**config.mk**
```make
export PLATFORM = sky130hd
export DESIGN_NAME = two_thread_event_counter_control
export DESIGN_NICKNAME = d
export VERILOG_FILES = /design/src/core/perf_count_pkg.sv /design/src/core/thread_priv_qualify.sv /design/src/core/threshold_filter.sv /design/src/core/two_thread_event_counter_control.sv
export VERILOG_INCLUDE_DIRS = /design/src /design/src/core
export SDC_FILE = /design/constraint.sdc
export NUM_CORES = 1
export LEC_CHECK = 0
export BUFFER_PORTS_ARGS = -buffer_cell sky130_fd_sc_hd__buf_2
export CORE_AREA = 2 2 134 267
export CTS_CLUSTER_DIAMETER = 120
export DETAILED_ROUTE_END_ITERATION = 16
export DIE_AREA = 0 0 136 269
export GPL_ROUTABILITY_DRIVEN = 0
export SLEW_MARGIN = 20
export SYNTH_ARGS = -nofsm -noshare
export SYNTH_HDL_FRONTEND = slang
export SYNTH_SLANG_ARGS = --single-unit
```
**constraint.sdc**
```tcl
create_clock -name core_clk_in -period 5.85 [get_ports core_clk_in]
set_clock_uncertainty 0.2 [all_clocks]
set_input_delay 0.585 -clock core_clk_in [delete_from_list [all_inputs] [get_ports core_clk_in]]
set_output_delay 0.585 -clock core_clk_in [all_outputs]
set_load 0.01 [all_outputs]
```
**src/core/perf_count_regs.svh**
```systemverilog
// Register offsets, field positions and constants of the event counter control block
// Functional notes
// - Selection bit 0 counts thread 1 events at privilege 1 to 3.
// - Selection bit 1 counts thread 1 events at privilege 0.
// - Selection bit 2 counts thread 0 events at privilege 1 to 3.
// - Selection bit 3 counts thread 0 events at privilege 0.
// - Selection bit 4 turns micro-operation tagging on or off.
// - Selection bits 5..8 give the tag value for retirement counting.
// - Selection bits 9..24 mask events within the chosen class.
// - Selection bits 25..30 choose the event class.
// - Config bit 12 enables counting; cleared by reset.
// - Config bits 13..15 pick the selection register feeding the counter.
// - Config bits 16..17 gate counting by how many threads are active.
// - A halted or startup-waiting thread counts as inactive.
// - Config bit 18 enables threshold filtering; other filter bits need it.
// - Bit 19 set: count at or below threshold gives one; clear: above.
// - Threshold comes from config bits 20..23, used only when filtering.
// - Bit 24 with filtering counts only rising edges of the comparison.
// - Bit 25 forces an overflow on every increment.
// - Overflow interrupts thread 0 (bit 26) or 1 (bit 27) on next count.
// - Bit 30 starts a counter once its partner overflows.
// - Bit 31 is set on overflow and held until software clears it.
// - Precise enable bit 25 is own thread, bit 26 the other thread.
// - Precise sampling only on three classes, counter 0 and counter 1.
`ifndef PERF_COUNT_REGS_SVH
`define PERF_COUNT_REGS_SVH

// ----------------------------------------------------------------------
// Offsets
// ----------------------------------------------------------------------
`define OFS_CFG0      12'h370
`define OFS_CFG1      12'h371
`define OFS_SEL_BASE  12'h3a0
`define OFS_PRECISE   12'h3f1
`define OFS_CNT0      12'h30c
`define OFS_CNT1      12'h30d

// ----------------------------------------------------------------------
// Fields and values
// ----------------------------------------------------------------------
`define CFG_LSB       12
`define CFG_MSB       31
`define SEL_MSB       30
`define PSE_OWN_BIT   25
`define PSE_OTH_BIT   26
`define PRIV_KERNEL   2'h0
`define REG_RST_VAL   '0

`endif

```
**src/core/perf_count_pkg.sv**
```systemverilog
// Types shared by the event counter control block
package perf_count_pkg;

   typedef struct packed {
      logic [5:0]  event_class;
      logic [15:0] event_mask;
      logic [3:0]  tag_value;
      logic        tag_enable;
      logic        thread0_kernel_count;
      logic        thread0_user_count;
      logic        thread1_kernel_count;
      logic        thread1_user_count;
   } event_selection_type;

   typedef enum logic [1:0] {
      ACT_NONE   = 2'h0,
      ACT_SINGLE = 2'h1,
      ACT_ANY    = 2'h3,
      ACT_BOTH   = 2'h2
   } activity_type;

   typedef struct packed {
      logic         overflow_sticky_flag;
      logic         cascade;
      logic [1:0]   reserved;
      logic         overflow_irq_thread1;
      logic         overflow_irq_thread0;
      logic         force_overflow_each_increment;
      logic         edge_detect;
      logic [3:0]   threshold;
      logic         complement;
      logic         compare;
      activity_type activity;
      logic [2:0]   select;
      logic         enable;
   } counter_config_type;

   typedef struct packed {
      logic [1:0] priv_level;
      logic       halted;
      logic       startup_interrupt_wait;
   } thread_status_type;

   typedef struct packed {
      logic        wr;
      logic        rd;
      logic [11:0] addr;
      logic [63:0] wdata;
      logic        thread;
   } msr_req_type;

endpackage : perf_count_pkg

```
**src/core/thread_priv_qualify.sv**
```systemverilog
// Thread and privilege qualification of incoming event counts
`timescale 1ns/100ps
`default_nettype none
`include "perf_count_regs.svh"

module thread_priv_qualify (
   input  wire perf_count_pkg::event_selection_type     sel_in,
   input  wire perf_count_pkg::thread_status_type [1:0] thread_in,
   input  wire logic [1:0][3:0]                         count_in,
   output logic [4:0]                                   qual_out
);

   logic [1:0] pass;

   always_comb begin
      pass[0] = (thread_in[0].priv_level == `PRIV_KERNEL) ?
                sel_in.thread0_kernel_count :
                sel_in.thread0_user_count;
      pass[1] = (thread_in[1].priv_level == `PRIV_KERNEL) ?
                sel_in.thread1_kernel_count :
                sel_in.thread1_user_count;
      qual_out = (pass[0] ? {1'b0, count_in[0]} : 5'h00) +
                 (pass[1] ? {1'b0, count_in[1]} : 5'h00);
   end

endmodule : thread_priv_qualify
`default_nettype wire

```
**src/core/threshold_filter.sv**
```systemverilog
// Threshold, complement and edge filter of a qualified event count
`timescale 1ns/100ps
`default_nettype none

module threshold_filter (
   input  wire perf_count_pkg::counter_config_type cfg_in,
   input  wire logic [4:0]                         count_in,
   input  wire logic                               prev_in,
   output logic [4:0]                              inc_out,
   output logic                                    cmp_out
);

   always_comb begin
      cmp_out = cfg_in.complement ?
                (count_in <= {1'b0, cfg_in.threshold}) :
                (count_in >  {1'b0, cfg_in.threshold});
      if (!cfg_in.compare) begin
         inc_out = count_in;
      end else if (cfg_in.edge_detect) begin
         inc_out = {4'h0, cmp_out & ~prev_in};
      end else begin
         inc_out = {4'h0, cmp_out};
      end
   end

endmodule : threshold_filter
`default_nettype wire

```
**src/core/two_thread_event_counter_control.sv**
```systemverilog
// Two-thread event counter qualification, configuration and overflow logic
`timescale 1ns/100ps
`default_nettype none
`include "perf_count_regs.svh"

module two_thread_event_counter_control #(
   parameter int          NSEL        = 2,
   parameter int          CNT_W       = 40,
   parameter logic [5:0]  RET_CLASS_A = 6'h01,
   parameter logic [5:0]  RET_CLASS_B = 6'h02,
   parameter logic [5:0]  RET_CLASS_C = 6'h03
) (
   input  wire logic                                      core_clk_in,
   input  wire logic                                      reset_in,
   input  wire perf_count_pkg::msr_req_type               msr_req_in,
   output logic                                           msr_ack_out,
   output logic [63:0]                                    msr_rdata_out,
   input  wire perf_count_pkg::thread_status_type [1:0]   thread_in,
   input  wire logic [NSEL-1:0][1:0][3:0]                 event_count_in,
   output perf_count_pkg::event_selection_type [NSEL-1:0] sel_cfg_out,
   output logic [NSEL-1:0][3:0]                           uop_tag_out,
   output logic [1:0]                                     perf_monitor_interrupt_out,
   output logic [1:0]                                     precise_sample_capture_out,
   output logic [1:0]                                     overflow_sticky_flag_out
);

   // ----------------------------------------------------------------------
   // State
   // ----------------------------------------------------------------------
   typedef struct packed {
      perf_count_pkg::counter_config_type [1:0]       cfg;
      perf_count_pkg::event_selection_type [NSEL-1:0] sel;
      logic [1:0]                                     precise_en;
      logic [1:0][CNT_W-1:0]                          cnt;
      logic [1:0]                                     cmp_prev;
      logic [1:0]                                     irq_pend;
      logic [1:0]                                     casc_armed;
      logic [1:0]                                     irq;
      logic [1:0]                                     precise;
      logic                                           ack;
      logic [63:0]                                    rdata;
   } state_type;

   state_type st_r;
   state_type st_nxt;

   perf_count_pkg::event_selection_type cur_sel [2];
   logic [1:0][3:0] sel_cnt  [2];
   logic [4:0]      qual_sum [2];
   logic [4:0]      filt_inc [2];
   logic [1:0]      cmp_now;
   logic [1:0]      act_ok;
   logic [1:0]      run_ok;
   logic [4:0]      inc_eff  [2];
   logic [CNT_W:0]  sum_ext  [2];
   logic [1:0]      overflow_ev;
   logic [1:0]      cfg_hit;
   logic [1:0]      cnt_hit;
   logic [NSEL-1:0] sel_hit;
   logic            precise_hit;
   logic [1:0]      active;
   logic [1:0]      n_active;

   function automatic logic is_ret_class(input logic [5:0] cls);
      is_ret_class = (cls == RET_CLASS_A) || (cls == RET_CLASS_B) ||
                     (cls == RET_CLASS_C);
   endfunction : is_ret_class

   // ----------------------------------------------------------------------
   // Thread activity
   // ----------------------------------------------------------------------
   // Both stalled states count as inactive so idle threads never gate in
   always_comb begin
      active[0] = ~thread_in[0].halted & ~thread_in[0].startup_interrupt_wait;
      active[1] = ~thread_in[1].halted & ~thread_in[1].startup_interrupt_wait;
      n_active  = {1'b0, active[0]} + {1'b0, active[1]};
   end

   // ----------------------------------------------------------------------
   // Per-counter event path
   // ----------------------------------------------------------------------
   for (genvar gi = 0; gi < 2; gi++) begin : g_ctr
      logic sel_valid;

      // A select value beyond the implemented registers feeds no events
      assign sel_valid = 32'(st_r.cfg[gi].select) < NSEL;
      assign cur_sel[gi] = sel_valid ? st_r.sel[st_r.cfg[gi].select] : '0;
      assign sel_cnt[gi] = sel_valid ? event_count_in[st_r.cfg[gi].select] : '0;

      thread_priv_qualify u_qual (
         .sel_in   (cur_sel[gi]),
         .thread_in(thread_in),
         .count_in (sel_cnt[gi]),
         .qual_out (qual_sum[gi])
      );

      threshold_filter u_filt (
         .cfg_in  (st_r.cfg[gi]),
         .count_in(qual_sum[gi]),
         .prev_in (st_r.cmp_prev[gi]),
         .inc_out (filt_inc[gi]),
         .cmp_out (cmp_now[gi])
      );

      always_comb begin
         case (st_r.cfg[gi].activity)
            perf_count_pkg::ACT_NONE:   act_ok[gi] = (n_active == 2'h0);
            perf_count_pkg::ACT_SINGLE: act_ok[gi] = (n_active == 2'h1);
            perf_count_pkg::ACT_BOTH:   act_ok[gi] = (n_active == 2'h2);
            perf_count_pkg::ACT_ANY:    act_ok[gi] = (n_active != 2'h0);
            default:                    act_ok[gi] = 1'b0;
         endcase
      end

      // A cascaded counter stays idle until its partner has wrapped
      assign run_ok[gi] = st_r.cfg[gi].enable & act_ok[gi] &
                          (~st_r.cfg[gi].cascade | st_r.casc_armed[gi]);
      assign inc_eff[gi] = run_ok[gi] ? filt_inc[gi] : 5'h00;
      assign sum_ext[gi] = {1'b0, st_r.cnt[gi]} +
                           (CNT_W + 1)'(inc_eff[gi]);
      assign overflow_ev[gi] = (inc_eff[gi] != 5'h00) &
                               (sum_ext[gi][CNT_W] |
                                st_r.cfg[gi].force_overflow_each_increment);
   end

   for (genvar gs = 0; gs < NSEL; gs++) begin : g_sel
      assign sel_hit[gs] = msr_req_in.addr == (`OFS_SEL_BASE + 12'(gs));
      // Tags reach the core only while tagging is on
      assign uop_tag_out[gs] = st_r.sel[gs].tag_enable ?
                               st_r.sel[gs].tag_value : 4'h0;
   end

   // ----------------------------------------------------------------------
   // Register decode
   // ----------------------------------------------------------------------
   assign cfg_hit[0]  = msr_req_in.addr == `OFS_CFG0;
   assign cfg_hit[1]  = msr_req_in.addr == `OFS_CFG1;
   assign cnt_hit[0]  = msr_req_in.addr == `OFS_CNT0;
   assign cnt_hit[1]  = msr_req_in.addr == `OFS_CNT1;
   assign precise_hit = msr_req_in.addr == `OFS_PRECISE;

   // ----------------------------------------------------------------------
   // Next state
   // ----------------------------------------------------------------------
   always_comb begin
      st_nxt         = st_r;
      st_nxt.ack     = msr_req_in.wr | msr_req_in.rd;
      st_nxt.irq     = 2'h0;
      st_nxt.precise = 2'h0;

      for (int i = 0; i < 2; i++) begin
         st_nxt.cnt[i]      = sum_ext[i][CNT_W-1:0];
         st_nxt.cmp_prev[i] = cmp_now[i];
         if (!st_r.cfg[i].cascade) begin
            st_nxt.casc_armed[i] = 1'b0;
         end else if (overflow_ev[1-i]) begin
            st_nxt.casc_armed[i] = 1'b1;
         end
         // The interrupt waits for the first count after the wrap
         if (st_r.irq_pend[i] && inc_eff[i] != 5'h00) begin
            st_nxt.irq_pend[i] = 1'b0;
            st_nxt.irq = st_nxt.irq |
                         {st_r.cfg[i].overflow_irq_thread1,
                          st_r.cfg[i].overflow_irq_thread0};
         end
         if (overflow_ev[i]) begin
            st_nxt.irq_pend[i] = 1'b1;
         end
         // Counter i serves thread i only
         st_nxt.precise[i] = overflow_ev[i] & st_r.precise_en[i] &
                             is_ret_class(cur_sel[i].event_class);
      end

      if (msr_req_in.wr) begin
         for (int i = 0; i < 2; i++) begin
            if (cfg_hit[i]) begin
               st_nxt.cfg[i] = msr_req_in.wdata[`CFG_MSB:`CFG_LSB];
               st_nxt.cfg[i].reserved = 2'h0;
            end
            if (cnt_hit[i]) begin
               st_nxt.cnt[i] = msr_req_in.wdata[CNT_W-1:0];
            end
         end
         for (int n = 0; n < NSEL; n++) begin
            if (sel_hit[n]) begin
               st_nxt.sel[n] = msr_req_in.wdata[`SEL_MSB:0];
            end
         end
         if (precise_hit) begin
            // Stored per absolute thread, seen relative to the caller
            st_nxt.precise_en[msr_req_in.thread]  =
               msr_req_in.wdata[`PSE_OWN_BIT];
            st_nxt.precise_en[~msr_req_in.thread] =
               msr_req_in.wdata[`PSE_OTH_BIT];
         end
      end

      // A wrap in the same cycle as a software clear keeps the flag set
      for (int i = 0; i < 2; i++) begin
         if (overflow_ev[i]) begin
            st_nxt.cfg[i].overflow_sticky_flag = 1'b1;
         end
      end

      if (msr_req_in.rd) begin
         st_nxt.rdata = 64'h0;
         for (int i = 0; i < 2; i++) begin
            if (cfg_hit[i]) begin
               st_nxt.rdata[`CFG_MSB:`CFG_LSB] = st_r.cfg[i];
            end
            if (cnt_hit[i]) begin
               st_nxt.rdata[CNT_W-1:0] = st_r.cnt[i];
            end
         end
         for (int n = 0; n < NSEL; n++) begin
            if (sel_hit[n]) begin
               st_nxt.rdata[`SEL_MSB:0] = st_r.sel[n];
            end
         end
         if (precise_hit) begin
            st_nxt.rdata[`PSE_OWN_BIT] = st_r.precise_en[msr_req_in.thread];
            st_nxt.rdata[`PSE_OTH_BIT] = st_r.precise_en[~msr_req_in.thread];
         end
      end
   end

   always_ff @(posedge core_clk_in) begin
      if (reset_in) begin
         st_r <= `REG_RST_VAL;
      end else begin
         st_r <= st_nxt;
      end
   end

   // ----------------------------------------------------------------------
   // Outputs
   // ----------------------------------------------------------------------
   assign msr_ack_out                = st_r.ack;
   assign msr_rdata_out              = st_r.rdata;
   assign sel_cfg_out                = st_r.sel;
   assign perf_monitor_interrupt_out = st_r.irq;
   assign precise_sample_capture_out = st_r.precise;
   assign overflow_sticky_flag_out   = {st_r.cfg[1].overflow_sticky_flag,
                                        st_r.cfg[0].overflow_sticky_flag};

   logic cfg0_wr;
   assign cfg0_wr = msr_req_in.wr & cfg_hit[0];
endmodule : two_thread_event_counter_control
`default_nettype wire

```
==> results.txt, run 1 <==
----------------------------------------------------
[Route]
  DRC Markers ... 0
  Met3 routed WL ... 2.405 mm
  Detailed-router iteration count before antenna repair ... 9
  Metal2 WL ... 20.67 mm
  Post-route antenna net violation count ... 0
  Via Count ... 12150
  Routed len/inst ... 19.63 µm
  Per-cell via count in the routed design ... 5.454
  Top layer reached by signal wires ... met4
  Post-Route WL ... 43.71 mm
  DR iter-0 viols ... 944
  Met1 WL ... 18.83 mm

[Critical path]
  Data required time at the worst endpoint ... 6.09 ns
  Slack of the worst reg-to-reg path ... 0.43 ns
  Critical register-to-register path endpoint ... st_r[141]$_SDFF_PP0_
  Biggest fanout along the worst timing path ... 10
  FF-to-FF path depth ... 24
  Kind of critical path ... in -> reg
  Endpoint class of the critical path ... flop
  Data arrival time at the worst-slack endpoint ... 5.70 ns
  Worst setup SP type ... input port
  RR Startpoint ... sel_cfg_out[2]$_SDFFE_PP0P_

[STA]
  Top achievable clock speed ... 183.1 MHz
  Slew HR ... 0.3253
  Final period util ... 0.9335
  Post-route minimum period ... 5.461 ns
  Setup Viol. Count Final ... 0
  Number of hold-slack violations in the final timing report ... 0
  Unrepaired setup endpoints after global routing ... false
  Final count of pins violating max slew ... 0
  Hold slack final ... 0.1043 ns
  Least setup slack across all paths after layout ... 0.3892 ns
  Pin slew with the least headroom to its limit ... 1.008 ns

[Synth]
  Synth warn ... 0
  Sequential area share after synthesis ... 0.3461
  Mean instance size in the synthesized netlist ... 7.854 µm²
  Number of flip-flops and latches in the synthesized netlist ... 231
  Area of the mapped netlist ... 13360 µm²
  Share of synthesized registers carrying an async set or reset ... 0
  Count of flip-flops with a built-in enable after synthesis ... 0
  Ranking of synthesized cells by area ... dfxtp_1 (35%), buf_4 (7.5%), nand2_1 (7.3%)
  Cell with the most instances after synthesis ... nand2_1
  Commonest register cell after synthesis ... dfxtp_1
  Synth cell types ... 69
  Synth top area share ... 0.3461
  Gate count of the mapped netlist ... 1701
  Leading cell types by count after synthesis ... nand2_1 (259), dfxtp_1 (231), nor2_1 (195)
  Leading area contributor after synthesis ... dfxtp_1

[Pwr]
  Leak pwr ... 5.713 nW
  Power per standard cell area ... 225.1 nW/µm²
  Worst supply voltage drop on vdd ... 175.4 µV

[Hold path]
  Min-Delay Endpoint ... st_r[148]$_SDFF_PP0_
  Worst min-delay path category ... in -> reg
  Beginning of the worst hold path ... msr_req_in[34]
  Hold-critical path depth ... 3

[GRT]
  Initial antenna violation count ... 1
  Largest net degree at the start of global routing ... 97
  Wire length of the first global-routing pass ... 66.43 mm
  Vias in the first global route ... 11330
  Total global routing track utilization ... 0.2338
  Overflow left after global routing ... 0

[Cells and area]
  Layout cell share with drive strength beyond 1 ... 0.1971
  FILL cells ... 3638
  Post-route cell area ... 14930 µm²
  Layout net count ... 1902
  Number of cells in the finished layout apart from fillers ... 2227
  Syn-to-layout area delta ... 11.76%

[Status]
  Result of the run ... finished clean

[Die]
  Core Footprint ... 34710 µm²
  DIE AREA ... 36580 µm²
  Io pins ... 246
  Die extent in y ... 269 µm
  Row count ... 97
  Initial core utilization ... 0.3849
  Die width ... 136 µm

[Flow run]
  Max-cap violation count ... 0

[CTS]
  Clock latency reported for the late side of the worst-skew pair ... 0.53 ns
  Clk buf depth ... 3
  Number of buffers created by CTS ... 23
  TritonCTS clock tree ... built
  Number of clock sinks ... 231
  Clock input transition at the sequential cells of the worst setup and hold paths ... 0.07 ns
  Root buffer selected by CTS ... clkbuf_16
  CTS H-tree lvls ... 1
  Quantity of hold-fixing buffers added after cts ... 0

[Placement]
  Detailed-placement wirelength estimate ... 31.56 mm
  Port bufs ... 197
  Post-Place Setup Slack ... -0.3585 ns
  Total cell area at the placement stage ... 14070 µm²
  Number of cells after detailed placement ... 2184

----------------------------------------------------
[sequential cells by signal (all words and copies together) (netlist names)]
register / count
perf_monitor_interrupt_out: 2
precise_sample_capture_out: 2
overflow_sticky_flag_out: 2
msr_rdata_out: 40
msr_ack_out: 1
sel_cfg_out: 62
st_r: 122
[routing by layer]
metal / track usage / up-vias
met4: 0.09825 / 0
met2: 0.3906 / 427
met3: 0.02500 / 74
met1: 0.3044 / 5724
li1: - / 5922
met5: 0 / -
[cell type report]
cell class | instances | area [µm²] | area share
multi-input combinational | 1204 | 7287 | 0.4880
sequential | 231 | 4624 | 0.3097
timing repair buffer | 259 | 1485 | 0.09946
clock buffer | 29 | 618.1 | 0.04139
tap | 445 | 556.8 | 0.03729
clock inverter | 12 | 185.2 | 0.01240
inverter | 46 | 172.7 | 0.01156
antenna | 1 | 2.502 | 0.0001676
[critical path, cell delays in order]
cell	delay, ns
buf_2	0.10
nor2_2	0.15
mux2_2	0.40
o211ai_1	0.25
buf_4	0.17
nor2_1	0.05
ha_1	0.28
a21o_1	0.18
a21oi_1	0.17
xor2_1	0.22
inv_1	0.07
ha_1	0.31
and4_1	0.23
a21oi_1	0.15
or3_1	0.14
nand4_1	0.11
a21oi_2	0.22
ha_1	0.19
inv_1	0.05
fa_1	0.37
nand2b_1	0.18
a21oi_2	0.15
o211ai_1	0.12
buf_4	0.25
or3_1	0.35
a311oi_1	0.26
[cell usage in the layout, fill, tap and decap left out, types with 5 or more instances in the layout]
cell         n
nand2_1    259
dfxtp_1    231
buf_2      195
nor2_1     193
a21oi_1    121
mux2i_1     62
buf_4       61
a211oi_1    59
inv_1       46
o21ai_0     41
xnor2_1     37
nand3_1     36
nor4_1      28
ha_1        28
xor2_1      27
nand4_1     24
conb_1      24
clkbuf_16   23
mux2_2      21
o22ai_1     17
or3_1       15
and3_1      15
a221oi_1    15
a311oi_1    14
nor3_1      14
a222oi_1    12
o32ai_1     12
o211ai_1    11
nor2b_1     11
nand2b_1    11
and2_1      10
a21o_1       7
or2_2        7
clkinv_2     7
a22oi_1      6
o221ai_1     5
bufinv_16    5
[how the worst max path moves through the flow]
stage,from,endpoint,cells past startpoint
finish,thread_in[3],st_r[141]$_SDFF_PP0_,26
global route,thread_in[7],st_r[103]$_SDFF_PP0_,24
CTS,thread_in[3],st_r[103]$_SDFF_PP0_,24
detailed placement,thread_in[3],st_r[103]$_SDFF_PP0_,24
global placement,thread_in[3],st_r[103]$_SDFF_PP0_,24
floorplan,thread_in[7],st_r[103]$_SDFF_PP0_,23
[per-stage QoR]
step | util | setup TNS (ns) | power, mW
3_3_place_gp | 0.4054 | -4.834 | 1.766
6_report | 0.4302 | 0 | 3.361
2_1_floorplan | - | 0 | 1.700
4_1_cts | 0.4286 | 0 | 3.380
3_5_place_dp | 0.4054 | -6.312 | 1.766
5_1_grt | 0.4302 | 0 | 3.451
[report_power, final]
part / internal [mW] / switching (mW) / leakage [nW]
clock: 0.968 / 0.660 / 0.401
combinational: 0.0426 / 0.115 / 3.45
sequential: 1.57 / 0.000952 / 1.86
[cells by family (layout without fill, tap and decap cells)]
logic type | after synthesis | count (layout) | synth area share
flops | 231 | 231 | 0.3461
simple gates | 656 | 656 | 0.2255
compound gates | 345 | 345 | 0.1701
other cells | 1 | 25 | 0.0002807
fa+ha+maj | 32 | 32 | 0.03222
xor+xnor | 64 | 64 | 0.04196
mux | 83 | 83 | 0.06415
buf+inv | 289 | 346 | 0.1197
[what timing repair did]
action                                  in CTS  in global routing
endpoints found under the setup margin       0                 36
resized for setup                            0                 10
setup buffers                                0                  1
No activity file was read; power rests on OpenSTA's default activity.
==> run 2, diff against run 1 <==
ABC_AREA = 1   (was default)
CELL_PAD_IN_SITES_DETAIL_PLACEMENT = 2   (was default)
CELL_PAD_IN_SITES_GLOBAL_PLACEMENT = 2   (was default)
CORE_AREA = 2 2 165 329   (was 2 2 134 267)
DIE_AREA = 0 0 167 331   (was 0 0 136 269)
PLACE_DENSITY_LB_ADDON = 0.1   (was default)
SLEW_MARGIN = default   (was 20)
==> results.txt, run 2 <==
----------------------------------------------------
[STA]
  Hold slack final ... 0.1459 ns (was 0.1043 ns)
  Number of hold-slack violations in the final timing report ... 0 (unchanged)
  Final period util ... 0.9273 (was 0.9335)
  Final count of pins violating max slew ... 0 (unchanged)
  Setup Viol. Count Final ... 0 (unchanged)
  Unrepaired setup endpoints after global routing ... false (unchanged)
  Least setup slack across all paths after layout ... 0.4255 ns (was 0.3892 ns)
  Pin slew with the least headroom to its limit ... 1.047 ns (was 1.008 ns)
  Top achievable clock speed ... 184.4 MHz (was 183.1 MHz)
  Setup TNS ... 0 ns (unchanged)
  Slew HR ... 0.3020 (was 0.3253)
  Post-route minimum period ... 5.424 ns (was 5.461 ns)

[Synth]
  Leading area contributor after synthesis ... dfxtp_1 (unchanged)
  Number of flip-flops and latches in the synthesized netlist ... 231 (unchanged)
  Mean instance size in the synthesized netlist ... 6.489 µm² (was 7.854 µm²)
  Synth cell types ... 53 (was 69)
  Area of the mapped netlist ... 14610 µm² (was 13360 µm²)
  Count of flip-flops with a built-in enable after synthesis ... 0 (unchanged)
  Synth warn ... 0 (unchanged)
  Ranking of synthesized cells by area ... dfxtp_1 (32%), nand2_1 (12%), inv_1 (7.7%) (was dfxtp_1 (35%), buf_4 (7.5%), nand2_1 (7.3%))
  Synth top area share ... 0.3165 (was 0.3461)
  Gate count of the mapped netlist ... 2252 (was 1701)
  Cell with the most instances after synthesis ... nand2_1 (unchanged)
  Sequential area share after synthesis ... 0.3165 (was 0.3461)
  Share of synthesized registers carrying an async set or reset ... 0 (unchanged)
  Leading cell types by count after synthesis ... nand2_1 (484), inv_1 (301), nor2_1 (257) (was nand2_1 (259), dfxtp_1 (231), nor2_1 (195))
  Commonest register cell after synthesis ... dfxtp_1 (unchanged)

[Cells and area]
  Number of flip-flops in the largest register ... 122 (unchanged)
  Layout cell share with drive strength beyond 1 ... 0.1451 (was 0.1971)
  Syn-to-layout area delta ... 12.40% (was 11.76%)
  Layout net count ... 2462 (was 1902)
  Post-route cell area ... 16420 µm² (was 14930 µm²)
  Most used cells in the layout excluding fill and tap cells ... nand2_1 (484), inv_1 (301), nor2_1 (257) (was nand2_1 (259), dfxtp_1 (231), buf_2 (195))
  Most common cell after layout, fill and taps aside ... nand2_1 (unchanged)
  Number of cells in the finished layout apart from fillers ... 3010 (was 2227)
  Register containing the most flip-flops in the final layout ... st_r (unchanged)
  FILL cells ... 6531 (was 3638)

[Route]
  DR iter-0 viols ... 695 (was 944)
  Detailed-router iteration count before antenna repair ... 4 (was 9)
  Post-Route WL ... 77.34 mm (was 43.71 mm)
  Routed len/inst ... 25.69 µm (was 19.63 µm)
  Post-route antenna net violation count ... 0 (unchanged)
  DRC Markers ... 0 (unchanged)
  Per-cell via count in the routed design ... 5.170 (was 5.454)
  Via Count ... 15560 (was 12150)

[Die]
  Die extent in y ... 331 µm (was 269 µm)
  Initial core utilization ... 0.2780 (was 0.3849)
  Io pins ... 246 (unchanged)
  DIE AREA ... 55280 µm² (was 36580 µm²)
  Core Footprint ... 52560 µm² (was 34710 µm²)
  Die width ... 167 µm (was 136 µm)
  Row count ... 119 (was 97)

[Placement]
  Number of cells after detailed placement ... 2962 (was 2184)
  Post-Place Setup Slack ... -0.04968 ns (was -0.3585 ns)
  Detailed-placement wirelength estimate ... 61.85 mm (was 31.56 mm)
  Total cell area at the placement stage ... 15500 µm² (was 14070 µm²)
  Port bufs ... 197 (unchanged)

[CTS]
  Number of buffers created by CTS ... 26 (was 23)
  Number of clock sinks ... 231 (unchanged)
  Quantity of hold-fixing buffers added after cts ... 0 (unchanged)
  Root buffer selected by CTS ... clkbuf_16 (unchanged)
  CTS H-tree lvls ... 1 (unchanged)
  Clock input transition at the sequential cells of the worst setup and hold paths ... 0.07 ns (about the same)
  Setup bufs post-CTS ... 0 (unchanged)
  Clock latency reported for the late side of the worst-skew pair ... 0.58 ns (was 0.53 ns)
  TritonCTS clock tree ... built (unchanged)
  Clk buf depth ... 3 (unchanged)

[Hold path]
  Min-Delay Endpoint ... st_r[153]$_SDFF_PP0_ (was st_r[148]$_SDFF_PP0_)
  Worst min-delay path category ... in -> reg (unchanged)
  Hold-critical path depth ... 3 (unchanged)
  Beginning of the worst hold path ... msr_req_in[39] (was msr_req_in[34])

[Flow run]
  Max-cap violation count ... 0 (unchanged)

[GRT]
  Initial antenna violation count ... 1 (unchanged)
  Wire length of the first global-routing pass ... 111.9 mm (was 66.43 mm)
  Overflow left after global routing ... 0 (unchanged)
  Total global routing track utilization ... 0.2748 (was 0.2338)
  Vias in the first global route ... 16770 (was 11330)
  Largest net degree at the start of global routing ... 89 (was 97)

[Critical path]
  Delay contributed by the slowest stage of the critical path ... 0.41 ns (was 0.40 ns)
  Most frequent CP cell ... nand2_1 (was ha_1)
  Worst-path cell with the longest stage delay ... fa_1 (was mux2_2)
  Slack of the worst reg-to-reg path ... 0.43 ns (about the same)
  Endpoint class of the critical path ... flop (unchanged)
  Kind of critical path ... reg -> reg (was in -> reg)
  Critical register-to-register path endpoint ... overflow_sticky_flag_out[1]$_SDFFE_PP0P_ (was st_r[141]$_SDFF_PP0_)
  Worst setup SP type ... flop (was input port)
  Data arrival time at the worst-slack endpoint ... 5.69 ns (was 5.70 ns)
  FF-to-FF path depth ... 35 (was 24)
  RR Startpoint ... sel_cfg_out[33]$_SDFFE_PP0P_ (was sel_cfg_out[2]$_SDFFE_PP0P_)
  Biggest fanout along the worst timing path ... 6 (was 10)
  Data required time at the worst endpoint ... 6.11 ns (was 6.09 ns)

[Status]
  Result of the run ... finished clean (unchanged)

[Pwr]
  Leak pwr ... 7.603 nW (was 5.713 nW)
  Worst supply voltage drop on vdd ... 185.5 µV (was 175.4 µV)
  Power per standard cell area ... 219.5 nW/µm² (was 225.1 nW/µm²)

----------------------------------------------------
-- run 2: how the worst max path moves through the flow --
stage	from	to	slack [ns]	depth (start not counted)
floorplan	thread_in[7]	st_r[111]$_SDFF_PP0_	1.13	35
global placement	thread_in[3]	st_r[91]$_SDFF_PP0_	0.13	33
detailed placement	thread_in[3]	st_r[145]$_SDFF_PP0_	-0.05	36
CTS	st_r[240]$_SDFFE_PP0P_	overflow_sticky_flag_out[1]$_SDFFE_PP0P_	0.15	33
global route	sel_cfg_out[31]$_SDFFE_PP0P_	st_r[101]$_SDFF_PP0_	0.02	36
finish	sel_cfg_out[33]$_SDFFE_PP0P_	overflow_sticky_flag_out[1]$_SDFFE_PP0P_	0.43	35
-- run 2: cell families (layout without fill, tap and decap cells) --
logic type / Yosys count / after routing / synth area share
buf+inv: 534 / 603 / 0.1745
xor+xnor: 16 / 16 / 0.009590
flops: 231 / 231 / 0.3165
fa+ha+maj: 32 / 32 / 0.02946
compound gates: 394 / 394 / 0.1589
other cells: 1 / 25 / 0.0002566
simple gates: 1044 / 1044 / 0.3108
-- run 2: stage by stage --
| step | total power, mW | utilization |
|---|---|---|
| after global routing | 3.706 | 0.3124 |
| after CTS | 3.645 | 0.3122 |
| after detailed placement | 1.810 | 0.2950 |
| after floorplan | 1.706 | - |
| after global placement | 1.808 | 0.2950 |
| final | 3.606 | 0.3125 |
-- run 2: timing repair --
item,CTS,global route
endpoints found under the hold margin,0,0
endpoints found under the setup margin,0,41
resized for setup,0,9
-- run 2: final cells by class --
type	instances	area, µm²	area share
multi-input combinational	1510	7541	0.4591
tap	665	832.0	0.05066
clock buffer	33	716.9	0.04365
antenna	1	2.502	0.0001524
inverter	315	1185	0.07214
timing repair buffer	241	1329	0.08090
sequential	231	4628	0.2818
clock inverter	14	190.2	0.01158
-- run 2: where the power goes --
part	internal (mW)	total, mW	switching [mW]
clock	1.05	1.83	0.785
sequential	1.58	1.58	0.00241
combinational	0.0427	0.196	0.153
-- run 2: metal layers --
metal,GRT usage,wire (µm),share of wire
met1,0.2846,28830,0.37
met2,0.5172,39850,0.52
met3,0.02038,1939,0.025
met4,0.2015,6718,0.087
met5,0,0,0
-- run 2: worst max-delay path, delay by kind of cell (launching register included) --
kind / cells / cell delay, ns
buffers and inverters: 9 / 0.85
flip-flops: 1 / 0.37
adder cells (fa/ha/maj): 5 / 1.51
AND/OR/NAND/NOR: 14 / 1.46
AO/OA/AOI/OAI: 7 / 0.91
